[src/hw/mih_pkg.sv]
// Package for the multiprocessor interrupt hub: register map, source
// numbering, field positions, reset values and the acknowledge carrier.
// Assumes a 32-bit APB register bus and a 3-bit processor priority level.
package mih_pkg;

    // Source count and source numbering
    localparam int NSRC         = 40;
    localparam int SRC_SERIAL   = 0;   // serial_comm_controller
    localparam int SRC_CLOCK    = 1;   // Clock chip
    localparam int SRC_TIMER    = 2;   // Two timers, 2..3
    localparam int SRC_VME      = 4;   // VMEbus lines 1..7 at 4..10
    localparam int SRC_VMX      = 11;  // Secondary bus line
    localparam int SRC_ACFAIL   = 12;  // Power-fail
    localparam int SRC_SYSFAIL  = 13;  // System failure
    localparam int SRC_MBOX     = 14;  // Mailboxes 14..21
    localparam int SRC_BQ0      = 22;  // broadcast_queue_zero
    localparam int SRC_BS1      = 23;  // broadcast_slot_one
    localparam int SRC_INT      = 24;  // Internal sources 24..39
    localparam int NINT         = 16;
    localparam int NMBOX        = 8;

    // Sources whose vector is fetched instead of driven by the hub
    localparam logic [39:0] FETCH_MASK = 40'h0000000FF1;

    // Vector offsets added to the base vector
    localparam logic [7:0] MBOX_VEC_OFS = 8'h28;  // Plus the level
    localparam logic [7:0] SPUR_VEC_OFS = 8'h30;  // No source pending

    // Register byte addresses
    localparam logic [7:0] A_CTRL  = 8'h00;  // Base vector, board slot
    localparam logic [7:0] A_LVL0  = 8'h10;  // Five level registers
    localparam logic [7:0] A_PENDL = 8'h24;  // Pending 0..31
    localparam logic [7:0] A_PENDH = 8'h28;  // Pending 32..39
    localparam logic [7:0] A_MBOX  = 8'h2C;  // Mailbox flags, W1C
    localparam logic [7:0] A_BQ0   = 8'h30;  // Queue read, pops
    localparam logic [7:0] A_BS1   = 8'h34;  // Slot read, pops
    localparam logic [7:0] A_EVT   = 8'h38;  // Event status, read clears
    localparam logic [7:0] A_MASK  = 8'h3C;  // Event mask
    localparam logic [7:0] A_IPL   = 8'h40;  // Current level

    // Field positions
    localparam int F_BASE   = 0;   // CTRL[7:0]
    localparam int F_SLOT   = 8;   // CTRL[12:8]
    localparam int F_VALID  = 8;   // Data read: message valid
    localparam int F_COUNT  = 9;   // Data read: entries before pop
    localparam int LVL_PER  = 8;   // Sources per level register
    localparam int NEVT     = 4;
    localparam int E_OVF0   = 0;   // Queue overflow
    localparam int E_OVF1   = 1;   // Slot overflow
    localparam int E_MBOX   = 2;   // Mailbox touched
    localparam int E_SPUR   = 3;   // Acknowledge with nothing pending

    // Reset values
    localparam logic [7:0] RST_BASE = 8'h40;
    localparam logic [4:0] RST_SLOT = 5'h00;
    localparam logic [2:0] RST_LVL  = 3'h0;   // Level 0: source off

    // Acknowledge answer carrier
    typedef struct packed {
        logic [7:0] vector;  // Vector driven by the hub
        logic       fetch;   // Vector must be fetched from the source
        logic [5:0] src;     // Winning source
    } mih_iack_t;

endpackage : mih_pkg

[src/hw/mih_top.sv]
// Multiprocessor interrupt hub: merges forty sources into one processor
// level, answers acknowledges, runs mailboxes and broadcast receivers.
// Assumes one clock, synchronous inputs and an APB master for software.
//
// Design decisions made here: the APB register port and the register offsets.
`timescale 1ns/10ps

// Overview of operation
// - Each source has its own level 1..7
// - Local, timer, internal, VMEbus, secondary lines merged
// - Acknowledge drives vector or requests a fetch
// - Power-fail and system-failure are level-programmable sources
// - Forty sources, each with level and vector
// - Vector of a non-mailbox source is base plus fixed source offset
// - Eight mailboxes; remote access raises interrupt
// - Mailbox level programmable, vector per level
// - Remote mailbox access is atomic test-and-set
// - Addressed board captures message, raises interrupt
// - Channel zero queues eight byte messages
// - Channel one holds one urgent byte
module mih_top #(
    parameter int BQ_DEPTH = 8,    // Queue entries
    parameter int NBOARD   = 20    // Boards a broadcast can address
) (
    // Clock and reset
    input  wire logic                   mclk,
    input  wire logic                   reset_n,
    // APB slave
    input  wire logic                   psel,
    input  wire logic                   penable,
    input  wire logic                   pwrite,
    input  wire logic [7:0]             paddr,
    input  wire logic [31:0]            pwdata,
    output logic      [31:0]            prdata,
    output logic                        pready,
    output logic                        pslverr,
    // Interrupt request lines, active high levels
    input  wire logic                   serial_irq,
    input  wire logic                   clock_irq,
    input  wire logic [1:0]             timer_irq,
    input  wire logic [6:0]             vme_irq,
    input  wire logic                   vmx_irq,
    input  wire logic                   acfail,
    input  wire logic                   sysfail,
    input  wire logic [15:0]            internal_irq,
    // Processor level and acknowledge
    output logic      [2:0]             cpu_ipl,
    input  wire logic                   cpu_iack,
    input  wire logic [2:0]             cpu_iack_lvl,
    output logic                        iack_done,
    output mih_pkg::mih_iack_t          iack_ans,
    // Remote mailbox access, one indivisible cycle
    input  wire logic                   mbx_stb,
    input  wire logic [2:0]             mbx_idx,
    output logic                        mbx_ack,
    output logic                        mbx_old,
    // Broadcast write from the bus
    input  wire logic                   bcast_wr,
    input  wire logic                   bcast_chan,
    input  wire logic [NBOARD-1:0]      bcast_boards,
    input  wire logic [7:0]             bcast_data,
    // Event interrupt
    output logic                        irq
);
    import mih_pkg::*;

    localparam int CW = $clog2(BQ_DEPTH);

    // Configuration and state
    logic [7:0]          base_r;              // Base vector
    logic [4:0]          slot_r;              // This board's slot
    logic [2:0]          lvl_r [NSRC];        // Per-source level
    logic [NMBOX-1:0]    mbox_r;              // Mailbox flags
    logic [7:0]          bq_mem [BQ_DEPTH];   // Queue storage
    logic [CW-1:0]       bq_wp_r, bq_rp_r;    // Queue pointers
    logic [CW:0]         bq_cnt_r;            // Queue fill
    logic [7:0]          bs_data_r;           // Slot message
    logic                bs_full_r;           // Slot holds a message
    logic [NEVT-1:0]     evt_r, mask_r;       // Event status and mask
    logic [31:0]         prdata_r;
    logic                pready_r, pslverr_r;
    logic [2:0]          ipl_r;
    logic                iack_done_r;
    mih_iack_t           iack_r;
    logic                mbx_ack_r, mbx_old_r;
    logic                irq_r;

    // Pending vector, all sources
    logic [NSRC-1:0]     pend;

    assign pend = {internal_irq,
                   bs_full_r, (bq_cnt_r != '0),
                   mbox_r,
                   sysfail, acfail,
                   vmx_irq, vme_irq, timer_irq,
                   clock_irq, serial_irq};

    // Lowest-numbered pending source at a level wins
    function automatic logic [6:0] pick(input logic [NSRC-1:0] p,
                                        input logic [2:0] lv);
        logic [6:0] r;
        r = 7'h00;
        for (int i = NSRC - 1; i >= 0; i--) begin
            if (p[i] && lvl_r[i] == lv && lv != 3'h0) begin
                r = {1'b1, 6'(i)};
            end
        end
        return r;
    endfunction : pick

    // Highest active level among pending sources
    logic [2:0] ipl_nxt;
    always_comb begin
        ipl_nxt = 3'h0;
        for (int i = 0; i < NSRC; i++) begin
            if (pend[i] && lvl_r[i] > ipl_nxt) begin
                ipl_nxt = lvl_r[i];
            end
        end
    end

    // Acknowledge decode; a process, so a level write re-runs the pick
    logic [6:0] win;
    always_comb win = pick(pend, cpu_iack_lvl);
    wire        win_ok  = win[6];
    wire  [5:0] win_src = win[5:0];
    wire        win_mbx = win_ok && win_src >= 6'(SRC_MBOX)
                          && win_src < 6'(SRC_MBOX + NMBOX);
    wire  [7:0] vec_nxt = !win_ok ? base_r + SPUR_VEC_OFS
                        : win_mbx ? base_r + MBOX_VEC_OFS
                                    + {5'h00, cpu_iack_lvl}
                        : base_r + {2'h0, win_src};
    wire        fet_nxt = win_ok && FETCH_MASK[win_src];

    // APB decode; the completing edge is the one that sees pready high
    wire        apb_acc  = psel && penable;
    wire        apb_done = apb_acc && pready_r;
    wire        apb_wr   = apb_done && pwrite;
    wire        a_lvl    = paddr >= A_LVL0 && paddr < A_PENDL
                           && paddr[1:0] == 2'h0;
    wire  [2:0] lvl_sel  = 3'((paddr - A_LVL0) >> 2);
    wire        a_known  = paddr == A_CTRL || a_lvl || paddr == A_PENDL
                           || paddr == A_PENDH || paddr == A_MBOX
                           || paddr == A_BQ0 || paddr == A_BS1
                           || paddr == A_EVT || paddr == A_MASK
                           || paddr == A_IPL;

    // Read mux
    logic [31:0] rd_mux;
    always_comb begin
        rd_mux = 32'h0000_0000;
        case (paddr)
            A_CTRL:  rd_mux = {19'h0, slot_r, base_r};
            A_PENDL: rd_mux = pend[31:0];
            A_PENDH: rd_mux = {24'h0, pend[NSRC-1:32]};
            A_MBOX:  rd_mux = {24'h0, mbox_r};
            A_BQ0:   rd_mux = {19'h0, 4'(bq_cnt_r),
                               bq_cnt_r != '0, bq_mem[bq_rp_r]};
            A_BS1:   rd_mux = {23'h0, bs_full_r, bs_data_r};
            A_EVT:   rd_mux = {28'h0, evt_r};
            A_MASK:  rd_mux = {28'h0, mask_r};
            A_IPL:   rd_mux = {29'h0, ipl_r};
            default: begin
                if (a_lvl) begin
                    for (int j = 0; j < LVL_PER; j++) begin
                        if (int'(lvl_sel) * LVL_PER + j < NSRC) begin
                            rd_mux[4*j +: 3] =
                                lvl_r[int'(lvl_sel) * LVL_PER + j];
                        end
                    end
                end
            end
        endcase
    end

    // Pops and read-clears act only on what the latched read showed,
    // so a message or event arriving during the access is never lost
    wire pop_bq  = apb_done && !pwrite && paddr == A_BQ0
                   && prdata_r[F_VALID];
    wire pop_bs  = apb_done && !pwrite && paddr == A_BS1
                   && prdata_r[F_VALID];
    wire evt_rdc = apb_done && !pwrite && paddr == A_EVT;

    // Broadcast accept for this board
    // A slot beyond the board count never matches, so no unknown select
    wire bc_hit  = bcast_wr && 32'(slot_r) < NBOARD
                   && bcast_boards[slot_r];
    wire bq_push = bc_hit && !bcast_chan;
    wire bs_push = bc_hit && bcast_chan;
    wire bq_ovf  = bq_push && bq_cnt_r == (CW+1)'(BQ_DEPTH);
    wire bs_ovf  = bs_push && bs_full_r && !pop_bs;

    // Event sets; a set in the clearing cycle wins
    wire [NEVT-1:0] evt_set = {cpu_iack && !win_ok,
                               mbx_stb, bs_ovf, bq_ovf};
    wire [NEVT-1:0] evt_nxt = (evt_r & ~(evt_rdc ? prdata_r[NEVT-1:0]
                                                 : '0)) | evt_set;

    // APB answer: one wait state, data and error from flops
    always_ff @(posedge mclk) begin
        if (!reset_n) begin
            pready_r  <= 1'b0;
            pslverr_r <= 1'b0;
            prdata_r  <= 32'h0000_0000;
        end else begin
            pready_r  <= apb_acc && !pready_r;
            pslverr_r <= apb_acc && !pready_r && !a_known;
            if (apb_acc && !pready_r) begin
                prdata_r <= a_known ? rd_mux : 32'h0000_0000;
            end
        end
    end

    // Control registers and per-source levels
    always_ff @(posedge mclk) begin
        if (!reset_n) begin
            base_r <= RST_BASE;
            slot_r <= RST_SLOT;
            mask_r <= '0;
            for (int i = 0; i < NSRC; i++) begin
                lvl_r[i] <= RST_LVL;
            end
        end else if (apb_wr) begin
            if (paddr == A_CTRL) begin
                base_r <= pwdata[F_BASE +: 8];
                slot_r <= pwdata[F_SLOT +: 5];
            end
            if (paddr == A_MASK) begin
                mask_r <= pwdata[NEVT-1:0];
            end
            if (a_lvl) begin
                for (int j = 0; j < LVL_PER; j++) begin
                    if (int'(lvl_sel) * LVL_PER + j < NSRC) begin
                        lvl_r[int'(lvl_sel) * LVL_PER + j] <=
                            pwdata[4*j +: 3];
                    end
                end
            end
        end
    end

    // Mailboxes: remote test-and-set in a single cycle, software clear
    always_ff @(posedge mclk) begin
        if (!reset_n) begin
            mbox_r    <= '0;
            mbx_ack_r <= 1'b0;
            mbx_old_r <= 1'b0;
        end else begin
            mbx_ack_r <= mbx_stb;
            if (mbx_stb) begin
                mbx_old_r <= mbox_r[mbx_idx];
            end
            for (int k = 0; k < NMBOX; k++) begin
                if (mbx_stb && mbx_idx == 3'(k)) begin
                    mbox_r[k] <= 1'b1;
                end else if (apb_wr && paddr == A_MBOX
                             && pwdata[k]) begin
                    mbox_r[k] <= 1'b0;
                end
            end
        end
    end

    // Queue storage has no reset; only pointers matter
    always_ff @(posedge mclk) begin
        if (bq_push && !bq_ovf) begin
            bq_mem[bq_wp_r] <= bcast_data;
        end
    end

    // Queue pointers and slot one
    always_ff @(posedge mclk) begin
        if (!reset_n) begin
            bq_wp_r   <= '0;
            bq_rp_r   <= '0;
            bq_cnt_r  <= '0;
            bs_full_r <= 1'b0;
            bs_data_r <= 8'h00;
        end else begin
            if (bq_push && !bq_ovf) begin
                bq_wp_r <= CW'((bq_wp_r + 1'b1) % BQ_DEPTH);
            end
            if (pop_bq) begin
                bq_rp_r <= CW'((bq_rp_r + 1'b1) % BQ_DEPTH);
            end
            bq_cnt_r <= bq_cnt_r + (CW+1)'(bq_push && !bq_ovf)
                        - (CW+1)'(pop_bq);
            // Slot one: a pop and a new message may meet in one cycle
            if (bs_push && (!bs_full_r || pop_bs)) begin
                bs_data_r <= bcast_data;
                bs_full_r <= 1'b1;
            end else if (pop_bs) begin
                bs_full_r <= 1'b0;
            end
        end
    end

    // Level output, acknowledge answer, events and interrupt line
    always_ff @(posedge mclk) begin
        if (!reset_n) begin
            ipl_r       <= 3'h0;
            iack_done_r <= 1'b0;
            iack_r      <= '0;
            evt_r       <= '0;
            irq_r       <= 1'b0;
        end else begin
            ipl_r       <= ipl_nxt;
            iack_done_r <= cpu_iack;
            if (cpu_iack) begin
                iack_r <= '{vector: vec_nxt, fetch: fet_nxt,
                            src: win_src};
            end
            evt_r <= evt_nxt;
            irq_r <= |(evt_nxt & mask_r);
        end
    end

    // Outputs straight from flops
    assign prdata    = prdata_r;
    assign pready    = pready_r;
    assign pslverr   = pslverr_r;
    assign cpu_ipl   = ipl_r;
    assign iack_done = iack_done_r;
    assign iack_ans  = iack_r;
    assign mbx_ack   = mbx_ack_r;
    assign mbx_old   = mbx_old_r;
    assign irq       = irq_r;

endmodule : mih_top

[config.mk]
export PLATFORM = sky130hd
export DESIGN_NAME = mih_top
export DESIGN_NICKNAME = d
export VERILOG_FILES = /design/src/hw/mih_pkg.sv /design/src/hw/mih_top.sv
export SDC_FILE = /design/constraint.sdc
export NUM_CORES = 1
export LEC_CHECK = 0
export BUFFER_PORTS_ARGS = -buffer_cell sky130_fd_sc_hd__buf_2
export CAP_MARGIN = 20
export CORE_ASPECT_RATIO = 1.2
export CORE_MARGIN = 4
export CORE_UTILIZATION = 55
export DETAILED_ROUTE_END_ITERATION = 8
export GPL_TIMING_DRIVEN = 0
export HOLD_SLACK_MARGIN = 0.15
export PLACE_DENSITY = 0.74
export SYNTH_ARGS = -nofsm -noshare
export SYNTH_HDL_FRONTEND = slang
export SYNTH_SLANG_ARGS = --single-unit
[constraint.sdc]
create_clock -name mclk -period 145.9 [get_ports mclk]
set_input_delay 14.59 -clock mclk [delete_from_list [all_inputs] [get_ports mclk]]
set_output_delay 14.59 -clock mclk [all_outputs]
set_load 0.01 [all_outputs]
==> flow_summary.yaml <==
route:
  viasPerCell: 6.451
  wl_per_cell_um: 25.28
  dr.pass1.iters: 6
  drt_wl_total_um: 81040
  ant_nets: 0
  drc: 0
  via_count: 20680
  drtIter0Drc: 2206
flow_run:
  maxCapViolations: 0
worst_hold_path:
  hold_start: "iack_ans[11]$_SDFFE_PN0P_"
  min_path_cells: 1
  hold_path_class: "reg2reg"
sta:
  finalClockSkew_ps: 22.40
  finalSetupViolations: 0
  rsz0062_at_grt: "false"
  setup-tns-final_ps: 0
  tightest_slew_ps: 1128
  slew_viol_final: 0
  finalHoldViolations: 0
  slew_headroom_pct: 24.20
  finalCriticalPeriod_ps: 63040
  post-route-period-util_pct: 43.21
  max_freq_mhz: 15.86
synthesis:
  yosysUniqueCellTypes: 106
  synth_seq_cells: 363
  avgSynthCellArea_um2: 9.989
  syn-instance-count: 2362
  async_reset_ff_share_pct: 0
  synth_area_um2: 23590
  synth_edf_count: 256
  synth_warnings: 0
  synthFlopType: "edfxtp_1"
  yosysSeqAreaShare_pct: 41.66
clock_network:
  cts_root_buffer: "clkbuf_16"
  cts.clk_slew.worst_paths_ps: 70
  post_cts_buffers: 0
  clock-sinks: 363
  cts_made_buffers: 35
  cts_max_level: 2
  ctsResizeCount: 0
  insertion_delay_ps: 550
  holdBufCountCts: 0
  clock_path_buffers: 3
  cts_tree: "done"
setup_path:
  worstPathArrival_ps: 63490
  crit_required_ps: 146340
  worstSetupStartpointType: "input pin"
  crit_path_max_incr_delay_ps: 600
  r2r_start: "lvl_r[0][2]$_SDFFCE_PN0P_"
  reg2reg_depth: 251
  crit_top_cell: "nor2_1"
  path_class: "in2reg"
  startpoint: "serial_irq"
  critical_path.endpoint_type: "flop"
  critPathSlowestCell: "o311ai_0"
  cp_max_fo: 7
power:
  power_switching_share_pct: 30.27
  sequentialPowerShare_pct: 43.3
  combPwrFrac_pct: 23.6
  clock_power_share_pct: 33.1
  power.total_mw: 0.2730
  p_leak_nw: 10.24
  intPower_mw: 0.1903
  switchingPower_mw: 0.08261
  power.density_nw_per_um2: 10.30
  peakVddDrop_v: 0.00001096
die:
  die_y_um: 234.9
  die_area_um2: 46290
  fp.coreArea_um2: 42070
  row_count: 82
  io-pin-count: 169
  die_x_um: 197.1
  initial_core_util_pct: 56.09
global_route:
  antenna_found_initial: 8
  grt_pass1_vias: 20100
  grt_pass1_wl_um: 120700
  track_usage_pct: 34.00
  grt_max_degree: 22
  grt_overflow: 0
cells_and_area:
  drive_above_1_share_pct: 14.94
  nets: 2809
  layout_commonest_cell: "edfxtp_1"
  synthToLayoutAreaGrowth_pct: 12.37
  fill_cells: 3471
  final_cell_mix: "edfxtp_1 (256), nand2_1 (198), nor2_1 (192), buf_2 (156), and2_1 (144)"
run_status:
  status: "finished clean"
place:
  placement.io_buffers: 153
  routabilityCongestion: 1.012
  hpwlAfterDp_um: 63880
[through the flow]
stage                     instances  area, um^2  hold slack [ps]  utilization, %  setup slack (ps)
after floorplan                2433       23860            454.0               -             88140
after global placement         3132       25310            463.7           60.17             84470
after detailed placement       3134       25350            465.9           60.26             82890
after CTS                      3198       26450            482.6           62.87             83340
after global routing           3204       26510            500.2           63.02             78960
final                          3206       26510            484.6           63.03             82860
[per-layer routing]
layer	part of all wire (%)	GRT usage, %	vias up
li1	-	-	9267
met1	36	42.95	9896
met2	46	54.53	1220
met3	11	6.878	292
met4	7.3	19.13	6
met5	0.062	0	-
[worst max-delay path: cells and delay by family]
| family | cells | cell delay [ps] |
|---|---|---|
| buffers and inverters | 6 | 540 |
| AO/OA/AOI/OAI | 93 | 18800 |
| multiplexers | 9 | 3150 |
| AND/OR/NAND/NOR | 95 | 12810 |
| adder cells (fa/ha/maj) | 49 | 13570 |
[synth_stat cells (16+ instances only)]
master,n,area [um^2]
nor2b_1,69,431.7
and2_1,144,900.9
nor2_1,192,720.7
mux2_2,32,360.4
o21a_1,23,172.7
or2_2,22,137.6
o21ai_0,96,480.5
mux2i_1,56,560.5
a21boi_0,28,210.2
o211ai_1,23,172.7
dfxtp_1,107,2142
clkbuf_1,106,397.9
a21oi_1,135,675.7
xnor2_1,26,227.7
nand2b_1,24,150.1
nand3_1,58,290.3
xor2_1,58,508.0
nor3_1,42,210.2
a221oi_1,16,140.1
inv_1,89,334.1
buf_1,21,78.83
o21bai_1,17,127.6
a21o_1,16,120.1
a22oi_1,36,270.3
ha_1,63,788.3
edfxtp_1,256,7687
mux4_2,71,1599
a31oi_1,24,150.1
nand2_1,198,743.2
and3_1,45,281.5
[power groups by stage]
stage	Clock, mW	Combinational, mW	Sequential [mW]
floorplan	0	0.0445	0.119
global placement	0	0.0606	0.120
detailed placement	0	0.0628	0.120
CTS	0.0904	0.0630	0.118
global route	0.0945	0.0706	0.118
finish	0.0904	0.0644	0.118
[final timing paths]
check	endpoint	slack (ps)
setup / recovery	cpu_ipl[0]$_SDFF_PN0_	82860
setup reg to reg	cpu_ipl[0]$_SDFF_PN0_	96590
hold / removal	iack_ans[11]$_SDFFE_PN0P_	480
hold reg to reg	iack_ans[11]$_SDFFE_PN0P_	480
[sequential cells by signal, summed over array words and instances (netlist names), 3 cells and up, named ones only]
name       cells
base_r         8
mbox_r         8
bq_cnt_r       4
evt_r          4
cpu_ipl        3
iack_ans      15
lvl_r        192
mask_r         4
bs_data_r      8
bq_wp_r        3
prdata        32
bq_mem        64
bq_rp_r        3
slot_r         5
[cells by family (layout without fill, tap and decap cells)]
| family | after synthesis | in the layout | synth area share [%] |
|---|---|---|---|
| and+or+nand+nor | 855 | 855 | 18.23 |
| buffers and inverters | 221 | 445 | 3.553 |
| DFF | 363 | 363 | 41.66 |
| other | 1 | 75 | 0.01589 |
| xor gates and xnor gates | 84 | 84 | 3.118 |
| adders and majority gates | 77 | 77 | 4.078 |
| muxes | 163 | 163 | 10.97 |
| AOI/OAI and AO/OA | 598 | 598 | 18.38 |
[final cells by class]
class | count | area [um^2] | area share [%]
buffer | 132 | 504.2 | 1.902
clock inverter | 11 | 126.4 | 0.4766
inverter | 89 | 334.1 | 1.260
multi-input combinational | 1849 | 13200 | 49.79
tap | 546 | 683.2 | 2.577
antenna | 3 | 7.507 | 0.02832
sequential | 363 | 9829 | 37.07
timing repair buffer | 160 | 853.3 | 3.219
clock buffer | 53 | 974.7 | 3.676
Power figures use the tool's default switching activity.
